==> config.mk <==
export PLATFORM = sky130hd
export DESIGN_NAME = uie_irq_enable
export DESIGN_NICKNAME = d
export VERILOG_FILES = /design/src/uie_pkg.sv /design/src/uie_irq_enable.sv /design/src/uie_hs_filter.sv
export VERILOG_INCLUDE_DIRS = /design/src
export SDC_FILE = /design/constraint.sdc
export NUM_CORES = 1
export LEC_CHECK = 0
export BUFFER_PORTS_ARGS = -buffer_cell sky130_fd_sc_hd__buf_2
export CORE_ASPECT_RATIO = 1.1
export CORE_UTILIZATION = 58
export DETAILED_ROUTE_END_ITERATION = 10
export HOLD_SLACK_MARGIN = 0.03
export PLACE_DENSITY_LB_ADDON = 0.3
export SYNTH_ARGS = -nofsm -noshare
export SYNTH_HDL_FRONTEND = slang
export SYNTH_SLANG_ARGS = --single-unit
==> constraint.sdc <==
create_clock -name mclk -period 6.41 [get_ports mclk]
set_clock_uncertainty 0.2 [all_clocks]
set_input_delay 0.641 -clock mclk [delete_from_list [all_inputs] [get_ports mclk]]
set_output_delay 0.641 -clock mclk [all_outputs]
set_load 0.05 [all_outputs]
==> src/uie_consts.svh <==
// constants of the interrupt source enable block
`ifndef UIE_CONSTS_SVH
`define UIE_CONSTS_SVH
// What this block does
// [RULE_01] the enable mask is one 32-bit register at byte offset 0x14
// [RULE_02] bits 12..25 enable data endpoints 1..7, receive even bit, transmit odd bit
// [RULE_03] bit 11 enables control IN endpoint 0, bit 10 control OUT endpoint 0
// [RULE_04] bit 8 enables setup-received; bit 9 and bits 26..31 are reserved
// [RULE_05] clearing the global enable suppresses every interrupt
// [RULE_06] endpoint events come from ACK or NAK handshakes, filtered by mode fields
// [RULE_07] data IN follows the IN mode field, data OUT follows the OUT mode field
// [RULE_08] endpoint 0 IN, OUT and setup events follow the control mode field
// [RULE_09] a bus reset clears all enables except bus-reset enable, which becomes 1
// [RULE_10] bit 7 enables the supply sensing interrupt
// [RULE_11] bit 6 enables the interrupt on a DMA reason register change
// [RULE_12] bit 5 enables the interrupt on a high-speed status change
// [RULE_13] bit 4 enables the interrupt on a resume state
// [RULE_14] bit 3 enables the interrupt on a suspend state
// [RULE_15] bit 2 enables pseudo start-of-frame, bit 1 real start-of-frame interrupts
// [RULE_16] bit 0 enables the bus reset interrupt
// [RULE_17] irq needs a pending event, its enable and global enable; enables reset to 0

// ----------------------------------------------------------------------------
// register byte offsets
// ----------------------------------------------------------------------------
`define UIE_OFS_MODE 12'h00C
`define UIE_OFS_ICFG 12'h010
`define UIE_OFS_IEN 12'h014
`define UIE_OFS_PEND 12'h018

// ----------------------------------------------------------------------------
// enable and pending bit positions
// ----------------------------------------------------------------------------
`define UIE_B_BUS_RESET 0
`define UIE_B_FRAME 1
`define UIE_B_PSEUDO_FRAME 2
`define UIE_B_SUSPEND 3
`define UIE_B_RESUME 4
`define UIE_B_SPEED 5
`define UIE_B_DMA 6
`define UIE_B_SUPPLY 7
`define UIE_B_SETUP 8
`define UIE_B_CTRL_OUT 10
`define UIE_B_CTRL_IN 11
`define UIE_B_EP_BASE 12

// ----------------------------------------------------------------------------
// mode and configuration field positions
// ----------------------------------------------------------------------------
`define UIE_B_GLOBAL 0
`define UIE_F_CMODE_LSB 0
`define UIE_F_IMODE_LSB 2
`define UIE_F_OMODE_LSB 4

// ----------------------------------------------------------------------------
// masks and reset values
// ----------------------------------------------------------------------------
`define UIE_EN_MASK 32'h03FF_FDFF
`define UIE_EN_RST 32'h0000_0000
`define UIE_EN_BUSRST 32'h0000_0001
`define UIE_PEND_RST 32'h0000_0000
`define UIE_GLOBAL_RST 1'b0

`endif

==> src/uie_pkg.sv <==
// types of the interrupt source enable block
package uie_pkg;

  // handshake filter modes held in the configuration register
  typedef enum logic [1:0] {
    UIE_HS_BOTH,
    UIE_HS_ACK,
    UIE_HS_NAK,
    UIE_HS_OFF
  } uie_hs_mode_t;

  // whole state of the enable block
  typedef struct packed {
    logic [31:0] en;
    logic [31:0] pend;
    logic glob;
    uie_hs_mode_t cmode;
    uie_hs_mode_t imode;
    uie_hs_mode_t omode;
    logic irq;
    logic [31:0] active;
    logic [31:0] prdata;
    logic pslverr;
  } uie_state_t;

endpackage : uie_pkg

==> src/uie_irq_enable.sv <==
// interrupt source enable mask with APB register access and irq output
//
// Local design decision: register access over APB.
`include "uie_consts.svh"

module uie_irq_enable
  import uie_pkg::*;
#(
  parameter int ADDR_W = 12,
  parameter int NUM_DATA_EP = 7
) (
  // clock and reset
  input wire logic mclk,
  input wire logic rstn,
  // apb slave
  input wire logic [ADDR_W-1:0] paddr,
  input wire logic psel,
  input wire logic penable,
  input wire logic pwrite,
  input wire logic [31:0] pwdata,
  output logic [31:0] prdata,
  output logic pready,
  output logic pslverr,
  // handshake reports from the serial engine
  input wire logic hs_evt,
  input wire logic hs_ack,
  input wire logic [2:0] hs_ep,
  input wire logic hs_in,
  input wire logic hs_setup,
  // bus event pulses
  input wire logic bus_reset_evt,
  input wire logic frame_start_evt,
  input wire logic pseudo_frame_evt,
  input wire logic suspend_evt,
  input wire logic resume_evt,
  input wire logic speed_status_evt,
  input wire logic dma_reason_evt,
  input wire logic supply_sense_evt,
  // interrupt result
  output logic irq,
  output logic [31:0] irq_active
);

  // --------------------------------------------------------------------------
  // state
  // --------------------------------------------------------------------------
  uie_state_t st_r;
  uie_state_t st_nxt;

  logic [31:0] hs_set;
  logic [31:0] bus_set;
  logic [31:0] rd_val;
  logic rd_hit;
  logic wr_acc;
  logic setup_ph;

  // --------------------------------------------------------------------------
  // handshake filter
  // --------------------------------------------------------------------------
  uie_hs_filter #(
    .NUM_DATA_EP(NUM_DATA_EP)
  ) u_filter (
    .hs_evt(hs_evt),
    .hs_ack(hs_ack),
    .hs_ep(hs_ep),
    .hs_in(hs_in),
    .hs_setup(hs_setup),
    .cmode(st_r.cmode),
    .imode(st_r.imode),
    .omode(st_r.omode),
    .set_vec(hs_set)
  );

  // --------------------------------------------------------------------------
  // bus event mapping
  // --------------------------------------------------------------------------
  always_comb begin
    bus_set = '0;
    bus_set[`UIE_B_BUS_RESET] = bus_reset_evt; // RULE_16
    bus_set[`UIE_B_FRAME] = frame_start_evt; // RULE_15
    bus_set[`UIE_B_PSEUDO_FRAME] = pseudo_frame_evt; // RULE_15
    bus_set[`UIE_B_SUSPEND] = suspend_evt; // RULE_14
    bus_set[`UIE_B_RESUME] = resume_evt; // RULE_13
    bus_set[`UIE_B_SPEED] = speed_status_evt; // RULE_12
    bus_set[`UIE_B_DMA] = dma_reason_evt; // RULE_11
    bus_set[`UIE_B_SUPPLY] = supply_sense_evt; // RULE_10
  end

  // --------------------------------------------------------------------------
  // register read mux
  // --------------------------------------------------------------------------
  always_comb begin
    rd_val = '0;
    rd_hit = 1'b1;
    case (paddr)
      ADDR_W'(`UIE_OFS_MODE): begin
        rd_val[`UIE_B_GLOBAL] = st_r.glob;
      end
      ADDR_W'(`UIE_OFS_ICFG): begin
        rd_val[`UIE_F_CMODE_LSB +: 2] = st_r.cmode;
        rd_val[`UIE_F_IMODE_LSB +: 2] = st_r.imode;
        rd_val[`UIE_F_OMODE_LSB +: 2] = st_r.omode;
      end
      ADDR_W'(`UIE_OFS_IEN): begin
        rd_val = st_r.en & `UIE_EN_MASK; // RULE_01 RULE_04
      end
      ADDR_W'(`UIE_OFS_PEND): begin
        rd_val = st_r.pend;
      end
      default: begin
        rd_hit = 1'b0;
      end
    endcase
  end

  // --------------------------------------------------------------------------
  // next state
  // --------------------------------------------------------------------------
  assign setup_ph = psel && !penable;
  assign wr_acc = psel && penable && pwrite;

  always_comb begin
    st_nxt = st_r;
    // software writes land in the access phase
    if (wr_acc) begin
      case (paddr)
        ADDR_W'(`UIE_OFS_MODE): begin
          st_nxt.glob = pwdata[`UIE_B_GLOBAL];
        end
        ADDR_W'(`UIE_OFS_ICFG): begin
          st_nxt.cmode = uie_hs_mode_t'(pwdata[`UIE_F_CMODE_LSB +: 2]); // RULE_08
          st_nxt.imode = uie_hs_mode_t'(pwdata[`UIE_F_IMODE_LSB +: 2]); // RULE_07
          st_nxt.omode = uie_hs_mode_t'(pwdata[`UIE_F_OMODE_LSB +: 2]); // RULE_07
        end
        ADDR_W'(`UIE_OFS_IEN): begin
          // reserved bits are dropped so they always read zero
          st_nxt.en = pwdata & `UIE_EN_MASK; // RULE_01 RULE_04
        end
        ADDR_W'(`UIE_OFS_PEND): begin
          st_nxt.pend = st_r.pend & ~pwdata;
        end
        default: begin
          st_nxt.en = st_r.en;
        end
      endcase
    end
    // bus reset beats a software write in the same cycle
    if (bus_reset_evt) begin
      st_nxt.en = `UIE_EN_BUSRST; // RULE_09
    end
    // a new event wins over a write-one-to-clear in the same cycle
    st_nxt.pend = st_nxt.pend | ((hs_set | bus_set) & `UIE_EN_MASK); // RULE_06
    st_nxt.active = st_nxt.pend & st_nxt.en; // RULE_17
    st_nxt.irq = st_nxt.glob && (|st_nxt.active); // RULE_05 RULE_17
    // read data is caught in the setup phase so the access needs no wait state
    if (setup_ph) begin
      st_nxt.prdata = pwrite ? 32'h0000_0000 : rd_val;
      st_nxt.pslverr = !rd_hit;
    end
    if (!rstn) begin
      st_nxt.en = `UIE_EN_RST; // RULE_17
      st_nxt.pend = `UIE_PEND_RST;
      st_nxt.glob = `UIE_GLOBAL_RST;
      st_nxt.cmode = UIE_HS_BOTH;
      st_nxt.imode = UIE_HS_BOTH;
      st_nxt.omode = UIE_HS_BOTH;
      st_nxt.irq = 1'b0;
      st_nxt.active = '0;
      st_nxt.prdata = '0;
      st_nxt.pslverr = 1'b0;
    end
  end

  always_ff @(posedge mclk) begin
    st_r <= st_nxt;
  end

  // --------------------------------------------------------------------------
  // outputs
  // --------------------------------------------------------------------------
  assign prdata = st_r.prdata;
  assign pslverr = st_r.pslverr && psel && penable;
  assign pready = 1'b1;
  assign irq = st_r.irq;
  assign irq_active = st_r.active;
endmodule : uie_irq_enable

==> src/uie_hs_filter.sv <==
// handshake event filter: maps ACK/NAK handshakes to pending set bits
`include "uie_consts.svh"

module uie_hs_filter
  import uie_pkg::*;
#(
  parameter int NUM_DATA_EP = 7
) (
  // handshake report from the serial engine
  input wire logic hs_evt,
  input wire logic hs_ack,
  input wire logic [2:0] hs_ep,
  input wire logic hs_in,
  input wire logic hs_setup,
  // filter modes
  input wire uie_hs_mode_t cmode,
  input wire uie_hs_mode_t imode,
  input wire uie_hs_mode_t omode,
  // pending bits to set
  output logic [31:0] set_vec
);

  function automatic logic hs_pass(input uie_hs_mode_t m, input logic ack);
    logic r;
    r = 1'b0;
    case (m)
      UIE_HS_BOTH: r = 1'b1;
      UIE_HS_ACK: r = ack;
      UIE_HS_NAK: r = !ack;
      default: r = 1'b0;
    endcase
    return r;
  endfunction : hs_pass

  logic ctrl_take;

  assign ctrl_take = hs_evt && (hs_ep == 3'h0) && hs_pass(cmode, hs_ack); // RULE_06 RULE_08

  assign set_vec[`UIE_B_SUPPLY:0] = '0;
  assign set_vec[9] = 1'b0;
  assign set_vec[31:`UIE_B_EP_BASE + 2 * NUM_DATA_EP] = '0;
  assign set_vec[`UIE_B_SETUP] = ctrl_take && hs_setup; // RULE_08 RULE_04
  assign set_vec[`UIE_B_CTRL_OUT] = ctrl_take && !hs_setup && !hs_in; // RULE_08 RULE_03
  assign set_vec[`UIE_B_CTRL_IN] = ctrl_take && !hs_setup && hs_in; // RULE_08 RULE_03

  for (genvar n = 1; n <= NUM_DATA_EP; n++) begin : g_ep
    logic hit;
    assign hit = hs_evt && (hs_ep == 3'(n));
    // receive on the even bit, transmit on the odd bit
    assign set_vec[`UIE_B_EP_BASE + 2 * (n - 1)] = hit && !hs_in && hs_pass(omode, hs_ack); // RULE_02 RULE_07
    assign set_vec[`UIE_B_EP_BASE + 2 * (n - 1) + 1] = hit && hs_in && hs_pass(imode, hs_ack); // RULE_02 RULE_07
  end

endmodule : uie_hs_filter

==> impl_metrics.toml, run 1 <==
[status]
outcome = "completed"

[sta]
fin_crit_ns = 3.35
finalMaxSlewViolations = 0
whs_ns = 0.195
timing.final.crit_share_pct = 52.2
setup_viol = 0
setup_tns_ns = 0
final-hold-violation-count = 0
maxSlewHeadroom_pct = 24.7
rsz0062_at_grt = "false"
fmax_mhz = 299
worst_slew_pin_slew_ns = 1.13

[die]
dieArea_sq_mm = 0.0104
coreArea_sq_mm = 0.00954
io_pins = 131
die_h_microns = 107
fp.dieW_microns = 97.5
rows = 37
initial_core_util_pct = 61.0

[clocking]
clockRootBuffer = "clkbuf_8"
cts_buffers = 17
post_cts_buffers = 0
clock_sinks = 137
cts_tree = "yes"
clkTransAtPathRegs_ns = 0.06
cts_resized = 0
worst_skew_pair.late_latency_ns = 0.52
clk_path_buf_depth = 2
cts_max_level = 4
hold_buffers = 0

[detailed_routing]
drt_iter0_markers = 276
vias = 4722
final_antenna_net_count = 0
drt-total-wl_microns = 14300
drc = 0
firstDrtPassIters = 5
wire_per_inst_microns = 17.9
viasPerCell = 5.88

[final_layout]
drive_gt1_share_pct = 25.9
syn_to_final_growth_pct = 13.0
final-seq-area_sq_mm = 0.00274
num_antenna_cells = 0
final_core_util_pct = 69.0
layout_common_cells = "137 x dfxtp_1, 129 x buf_2, 64 x nand2_1"
fin_nets = 739
multi_input_area_sq_mm = 0.00245
fill_cells = 749
final_common_cell = "dfxtp_1"

[yosys]
synth_area_leaders = "dfxtp_1 47%, buf_4 8.5%, mux2i_1 6.2%"
synth_top_area_cell = "dfxtp_1"
synth.top_cell.area_share_pct = 47.1
ys_async_sr_fraction_pct = 0
synth_ff_type = "dfxtp_1"
syn_area_sq_mm = 0.00582
ys_ff_latch = 137
syn-instance-count = 615
yosysWarnings = 0
ys_seq_area_share_pct = 47.1
ys_types = 52
synth_area_per_cell_sq_um = 9.46
synth_edf_count = 0
synth_nets = 679

[worst_setup_path]
crit_fanout = 19
cp_slowest_cell = "nor2_2"
arrival_ns = 3.60
worstSetupPathType = "primary input to flop"
cp_slowest_stage_delay_ns = 0.79
path_delay_family = "simple AND/OR/NAND/NOR gates"
path_buf_inv = 1
crit_required_ns = 6.66
cp-end-kind = "flop"
crit_path_cell_trace = "buf_2 -> or4_4 -> or3_1 -> or4b_4 -> nor2_2 -> a22oi_1 -> a21boi_1"
worstSetupStartpointType = "primary input"

[place]
gp_congestion = 0.886
portBuffers = 129
dp_hpwl_microns = 9650

[global_routing]
antenna_found_initial = 0
grt_max_degree = 75
grt_use_total_pct = 27.9
grt_pass1_wl_microns = 22800
grt_pass1_vias = 4668
grt-ovfl-total = 0

[power]
ir_worst_vdd_mv = 0.195
p_leak_uw = 0.00272
powerDensity_mw_per_mm2 = 279
power_uw = 1840

[worst_hold_path]
hp-class = "primary input to flop"

[run]
maxCapViolations = 0
==> per-stage QoR <==
stage | cell area, sq um | setup WS [ns] | std cells
2_1_floorplan | 5820 | 3.17 | 615
3_3_place_gp | 6040 | 2.58 | 773
3_5_place_dp | 6040 | 2.61 | 773
4_1_cts | 6580 | 3.12 | 803
5_1_grt | 6580 | 3.03 | 803
6_report | 6580 | 3.06 | 803
==> state kept, by name (all words and copies together), names as in the netlist <==
| register | flops |
|---|---|
| irq | 1 |
| irq_active | 32 |
| prdata | 32 |
| st_r | 72 |
==> worst paths after layout <==
kind            startpoint         end  slack, ns  cells after the start
min          bus_reset_evt    st_r[73]       0.19                      2
max reg2reg       st_r[69]         irq       4.04                      6
min reg2reg     prdata[14]  prdata[14]       0.24                      2
max               paddr[9]  prdata[20]       3.06                      7
==> layout make-up <==
cell class,count,area share [%]
Timing Repair Buffer,135,10.5
Clock buffer,22,7.04
Clock inverter,8,1.10
Sequential cell,137,41.7
Inverter,3,0.171
Tap cell,117,2.22
Multi-Input combinational cell,381,37.3
==> kinds of logic (layout without fill, tap and decap cells) <==
kind of cell	Yosys count	count (layout)	share of synthesized area, %
other cells	1	1	0.0644
flops	137	137	47.1
xor+xnor	1	1	0.151
buf+inv	97	168	10.9
simple gates	229	229	21.4
compound gates	112	112	13.8
mux	38	38	6.58
==> power breakdown <==
part	switching [uW]	leakage, uW	internal (uW)	total (uW)
logic	54.1	0.00136	34.3	88.4
registers	3.76	0.00111	859	863
clock network	350	0.000259	538	888
==> worst reg2reg max path, cell delays in order (launching register included) <==
cell	delay (ns)
dfxtp_1	0.34
mux2i_1	0.30
nor3b_1	0.64
a22o_1	0.33
a221oi_1	0.11
o21bai_1	0.19
a41oi_1	0.19
==> routing by layer <==
layer	share of wire, %	vias to the layer above	GRT usage [%]	routed length [microns]
li1	-	2208	-	-
met3	7.6	44	6.58	1090
met4	3.0	0	13.7	427
met2	47	245	45.3	6740
met1	42	2225	34.8	6090
met5	0	-	0	0
==> cell usage after synthesis (16+ instances only) <==
library cell,number
dfxtp_1,137
buf_4,66
nand2_1,64
nor2b_1,45
a22oi_1,41
mux2i_1,36
nor2_1,28
clkbuf_1,20
a21boi_1,19
nor3_1,19
and3_1,18
and2_1,16
(Power assumes the default switching activity.)
==> run 2: changes to the inputs <==
--- a/config.mk
+++ b/config.mk
@@ -8,7 +8,7 @@
 export LEC_CHECK = 0
 export BUFFER_PORTS_ARGS = -buffer_cell sky130_fd_sc_hd__buf_2
 export CORE_ASPECT_RATIO = 1.1
-export CORE_UTILIZATION = 58
+export CORE_UTILIZATION = 49
 export DETAILED_ROUTE_END_ITERATION = 10
 export HOLD_SLACK_MARGIN = 0.03
 export PLACE_DENSITY_LB_ADDON = 0.3
==> constraint.sdc (replaced) <==
create_clock -name mclk -period 3 [get_ports mclk]
set_clock_uncertainty 0.2 [all_clocks]
set_input_delay 0.3 -clock mclk [delete_from_list [all_inputs] [get_ports mclk]]
set_output_delay 0.3 -clock mclk [all_outputs]
set_load 0.05 [all_outputs]
==> run 2 against run 1 <==
  * Worst setup slack got worse by 2.8 ns
  * Worst hold slack got worse by 0.15 ns
  * Clock power rose by 140%
  * Critical path depth grew 1
  * Flip-flop and latch count unchanged
  * Final cell count is 12% higher
  * Utilization is 5.9 points lower
  * Highest routed layer unchanged
  * Clock-buffer cell count shrank 2
==> impl_metrics.toml, run 2 (synthesis results as in run 1) <==
[final_layout]
fin_nets = 803
syn_to_final_growth_pct = 25.2
drive_gt1_share_pct = 29.7
final_common_cell = "dfxtp_1"
multi_input_area_sq_mm = 0.00245
fill_cells = 945
num_antenna_cells = 0
largest_reg_flops = 72
registers.top_by_ff_count = "st_r"
layout_common_cells = "137 x dfxtp_1, 129 x buf_2, 64 x nand2_1"
final-seq-area_sq_mm = 0.00274

[worst_setup_path]
crit_fanout = 13
worstSetupPathType = "primary input to flop"
crit_required_ns = 3.07
cp_slowest_cell = "or4_1"
cp_slowest_stage_delay_ns = 0.62
arrival_ns = 2.78
crit_start = "paddr[9]"
worstSetupStartpointType = "primary input"
cp-end-kind = "flop"
r2r_start = "st_r[67]"
crit_path_cell_trace = "buf_2 -> or4_4 -> or4_1 -> buf_12 -> mux2i_1 -> o22ai_1 -> nor4_1 -> a41oi_1"

[worst_hold_path]
hold_start = "pseudo_frame_evt"
hp-class = "primary input to flop"

[power]
powerDensity_mw_per_mm2 = 580
p_leak_uw = 0.00304
ir_worst_vdd_mv = 0.332

[sta]
final-hold-violation-count = 0
fin_crit_ns = 2.71
timing.final.crit_share_pct = 90.3
whs_ns = 0.0463
finalMaxSlewViolations = 0
worst_slack_ns = 0.290
worst_slew_pin_slew_ns = 0.677
maxSlewHeadroom_pct = 54.5
rsz0062_at_grt = "false"
setup_viol = 0
fmax_mhz = 369

[detailed_routing]
vias = 4917
drc = 0
drt-total-wl_microns = 15200
final_antenna_net_count = 0
drt_iter0_markers = 326
wire_per_inst_microns = 16.9
firstDrtPassIters = 6
viasPerCell = 5.46

[place]
dp_hpwl_microns = 10600
gp_congestion = 0.889
dp_slack_ns = -0.234
portBuffers = 129

[clocking]
worst_skew_pair.late_latency_ns = 0.42
post_cts_buffers = 0
clkTransAtPathRegs_ns = 0.06
hold_buffers = 22
clock_sinks = 137
cts_buffers = 17
cts_tree = "yes"
cts_max_level = 4
clk_path_buf_depth = 2
clockRootBuffer = "clkbuf_16"
cts_resized = 0

[global_routing]
grt_pass1_wl_microns = 24100
grt-ovfl-total = 0
grt_use_total_pct = 25.6
grt_max_degree = 74
grt_pass1_vias = 4906
antenna_found_initial = 0

[die]
io_pins = 131
die_h_microns = 116
dieArea_sq_mm = 0.0123
fp.dieW_microns = 106
initial_core_util_pct = 50.4
rows = 41
coreArea_sq_mm = 0.0115

[status]
outcome = "completed"

[run]
maxCapViolations = 0
## run 2: final timing paths
path / endpoint / cells after the start / slack (ns)
max: irq / 8 / 0.29
min: st_r[75] / 4 / 0.05
max reg2reg: irq / 7 / 0.67
min reg2reg: prdata[13] / 2 / 0.25
## run 2: per-stage QoR
stage               instance area, sq um  cells  setup TNS (ns)  power, uW  util (%)
CTS                                 7280    901               0       4240      63.1
detailed placement                  6450    848          -0.234       2090      55.9
finish                              7280    901               0       4220      63.1
global route                        7280    901               0       4350      63.1
global placement                    6450    848          -0.141       2080      55.9
floorplan                           5820    615               0       1980         -
## run 2: per-layer routing
metal | vias to the layer above | global-route usage [%] | part of all wire, %
met4 | 0 | 12.0 | 2.6
met1 | 2332 | 31.3 | 42
li1 | 2341 | - | -
met3 | 35 | 4.91 | 6.2
met5 | - | 0 | 0
met2 | 209 | 43.7 | 49
## run 2: final cells by class
type | count | area share (%)
Sequential cell | 137 | 37.7
Clock inverter | 11 | 2.01
Multi-Input combinational cell | 381 | 33.7
Tap cell | 150 | 2.58
Timing Repair Buffer | 199 | 17.5
Clock buffer | 20 | 6.41
Inverter | 3 | 0.155
## run 2: report_power, final
| part | internal, uW | switching, uW |
|---|---|---|
| logic | 104 | 124 |
| registers | 1840 | 8.65 |
| clock network | 1360 | 787 |
## run 2: worst max-delay path, delay by kind of cell
kind,cells,cell delay (ns)
AND/OR/NAND/NOR,3,1.64
multiplexers,1,0.19
buffers and inverters,2,0.29
AO/OA/AOI/OAI,2,0.35
==> run 3: changes to the inputs <==
--- a/config.mk
+++ b/config.mk
@@ -9,6 +9,7 @@
 export BUFFER_PORTS_ARGS = -buffer_cell sky130_fd_sc_hd__buf_2
 export CORE_ASPECT_RATIO = 1.1
 export CORE_UTILIZATION = 49
+export CTS_BUF_LIST = sky130_fd_sc_hd__clkbuf_16
 export DETAILED_ROUTE_END_ITERATION = 10
 export HOLD_SLACK_MARGIN = 0.03
 export PLACE_DENSITY_LB_ADDON = 0.3
==> run 3 against run 2 <==
  * Via count is 1.1% lower
  * First-iteration DRC count is 13% lower
  * Final cell count stayed put
==> impl_metrics.toml, run 3 (synthesis results as in run 1) <==
[status]
outcome = "completed"

[final_layout]
fin_nets = 803
final_core_util_pct = 62.9
syn_to_final_growth_pct = 24.6
largest_reg_flops = 72
fill_cells = 949
multi_input_area_sq_mm = 0.00245
layout_common_cells = "137 x dfxtp_1, 129 x buf_2, 64 x nand2_1"
stdcell_count = 901
final_common_cell = "dfxtp_1"
num_antenna_cells = 0
registers.top_by_ff_count = "st_r"
drive_gt1_share_pct = 29.3
final-seq-area_sq_mm = 0.00274

[power]
p_switching_uw = 918
p_comb_share_pct = 5.5
pwr-share-seq_pct = 44.5
p_leak_uw = 0.00303
internal-power_uw = 3230
ir_worst_vdd_mv = 0.331
power_frac_clock_pct = 50.0
powerDensity_mw_per_mm2 = 572
switching_share_pct = 22.2

[die]
coreArea_sq_mm = 0.0115
rows = 41
initial_core_util_pct = 50.4
io_pins = 131
dieArea_sq_mm = 0.0123
die_h_microns = 116
fp.dieW_microns = 106

[place]
gp_congestion = 0.889
dp_hpwl_microns = 10600
portBuffers = 129
dp.cells = 848

[detailed_routing]
drt_iter0_markers = 282
routed.top_layer = "met4"
dr_wl_met3_microns = 923
firstDrtPassIters = 6
drt-total-wl_microns = 15200
routedLengthMet1_microns = 6430
final_antenna_net_count = 0
viasPerCell = 5.40
drc = 0
vias = 4861
wire_per_inst_microns = 16.9
routed-wl-met2_microns = 7490

[clocking]
clockRootBuffer = "clkbuf_16"
worst_skew_pair.late_latency_ns = 0.42
clk_path_buf_depth = 2
cts_resized = 0
clock_sinks = 137
clkTransAtPathRegs_ns = 0.06
cts_max_level = 4
cts_tree = "yes"
cts_buffers = 17

[global_routing]
grt_pass1_wl_microns = 24100
grt_max_degree = 74
grt_pass1_vias = 4911
antenna_found_initial = 0
grt-ovfl-total = 0
grt_use_total_pct = 25.6

[sta]
fin_crit_ns = 2.72
setup_tns_ns = 0
rsz0062_at_grt = "false"
worst_slew_pin_slew_ns = 0.646
fmax_mhz = 368
maxSlewHeadroom_pct = 56.6
setup_viol = 0
final-hold-violation-count = 0
finalMaxSlewViolations = 0
timing.final.crit_share_pct = 90.5

[worst_hold_path]
hp-class = "primary input to flop"

[worst_setup_path]
worstSetupStartpointType = "primary input"
cp_slowest_cell = "or4_1"
cp_slowest_stage_delay_ns = 0.62
cp-end-kind = "flop"
worstSetupPathType = "primary input to flop"
arrival_ns = 2.79
path_buf_inv = 2
path_delay_family = "simple AND/OR/NAND/NOR gates"
crit_fanout = 13
crit_required_ns = 3.07
crit_path_cell_trace = "buf_2 -> or4_4 -> or4_1 -> buf_12 -> mux2i_1 -> o22ai_1 -> nor4_1 -> a41oi_1"

[run]
maxCapViolations = 0
## run 3: layout make-up
type,instances,area share [%]
multi-input cells,381,33.8
clock buffers,17,5.86
repair buffers,199,17.6
clock inverters,14,2.17
well taps,150,2.59
flip-flops and latches,137,37.8
inverters,3,0.155
## run 3: what timing repair did
| item | CTS | global route |
|---|---|---|
| hold endpoints to repair | 28 | 0 |
| buffers inserted | 0 | 0 |
| hold buffers | 22 | 0 |
## run 3: worst paths after layout
path	from	endpoint	slack, ns	depth (start not counted)
min reg2reg	prdata[13]	prdata[13]	0.25	2
max	paddr[9]	irq	0.28	8
max reg2reg	st_r[67]	irq	0.69	7
min	pseudo_frame_evt	st_r[75]	0.05	4
## run 3: routing by layer
metal	vias up	GRT usage, %
met5	-	0
met4	0	12.0
met3	31	4.91
met2	175	43.7
met1	2314	31.3
li1	2341	-
## run 3: power by group through the flow
stage                     Combinational, uW  Sequential [uW]  Clock [uW]
final                                   229             1840        2070
after global routing                    246             1840        2180
after CTS                               227             1840        2090
after detailed placement                205             1880           0
after global placement                  200             1880           0
after floorplan                         102             1880           0
## run 3: per-stage QoR
stage	instance area, sq um	worst slack [ns]	hold slack, ns	total power, uW
6_report	7250	0.285	0.0480	4150
5_1_grt	7250	0.0192	0.0616	4270
3_5_place_dp	6450	-0.234	0.247	2090
4_1_cts	7250	0.203	0.0401	4160
2_1_floorplan	5820	0.102	0.231	1980
3_3_place_gp	6450	-0.141	0.241	2080
## run 3: tightest hold or removal path, cell delays in order
cell and delay (ns):
buf_2 0.07, a21oi_1 0.04, buf_4 0.13, nor2b_1 0.08
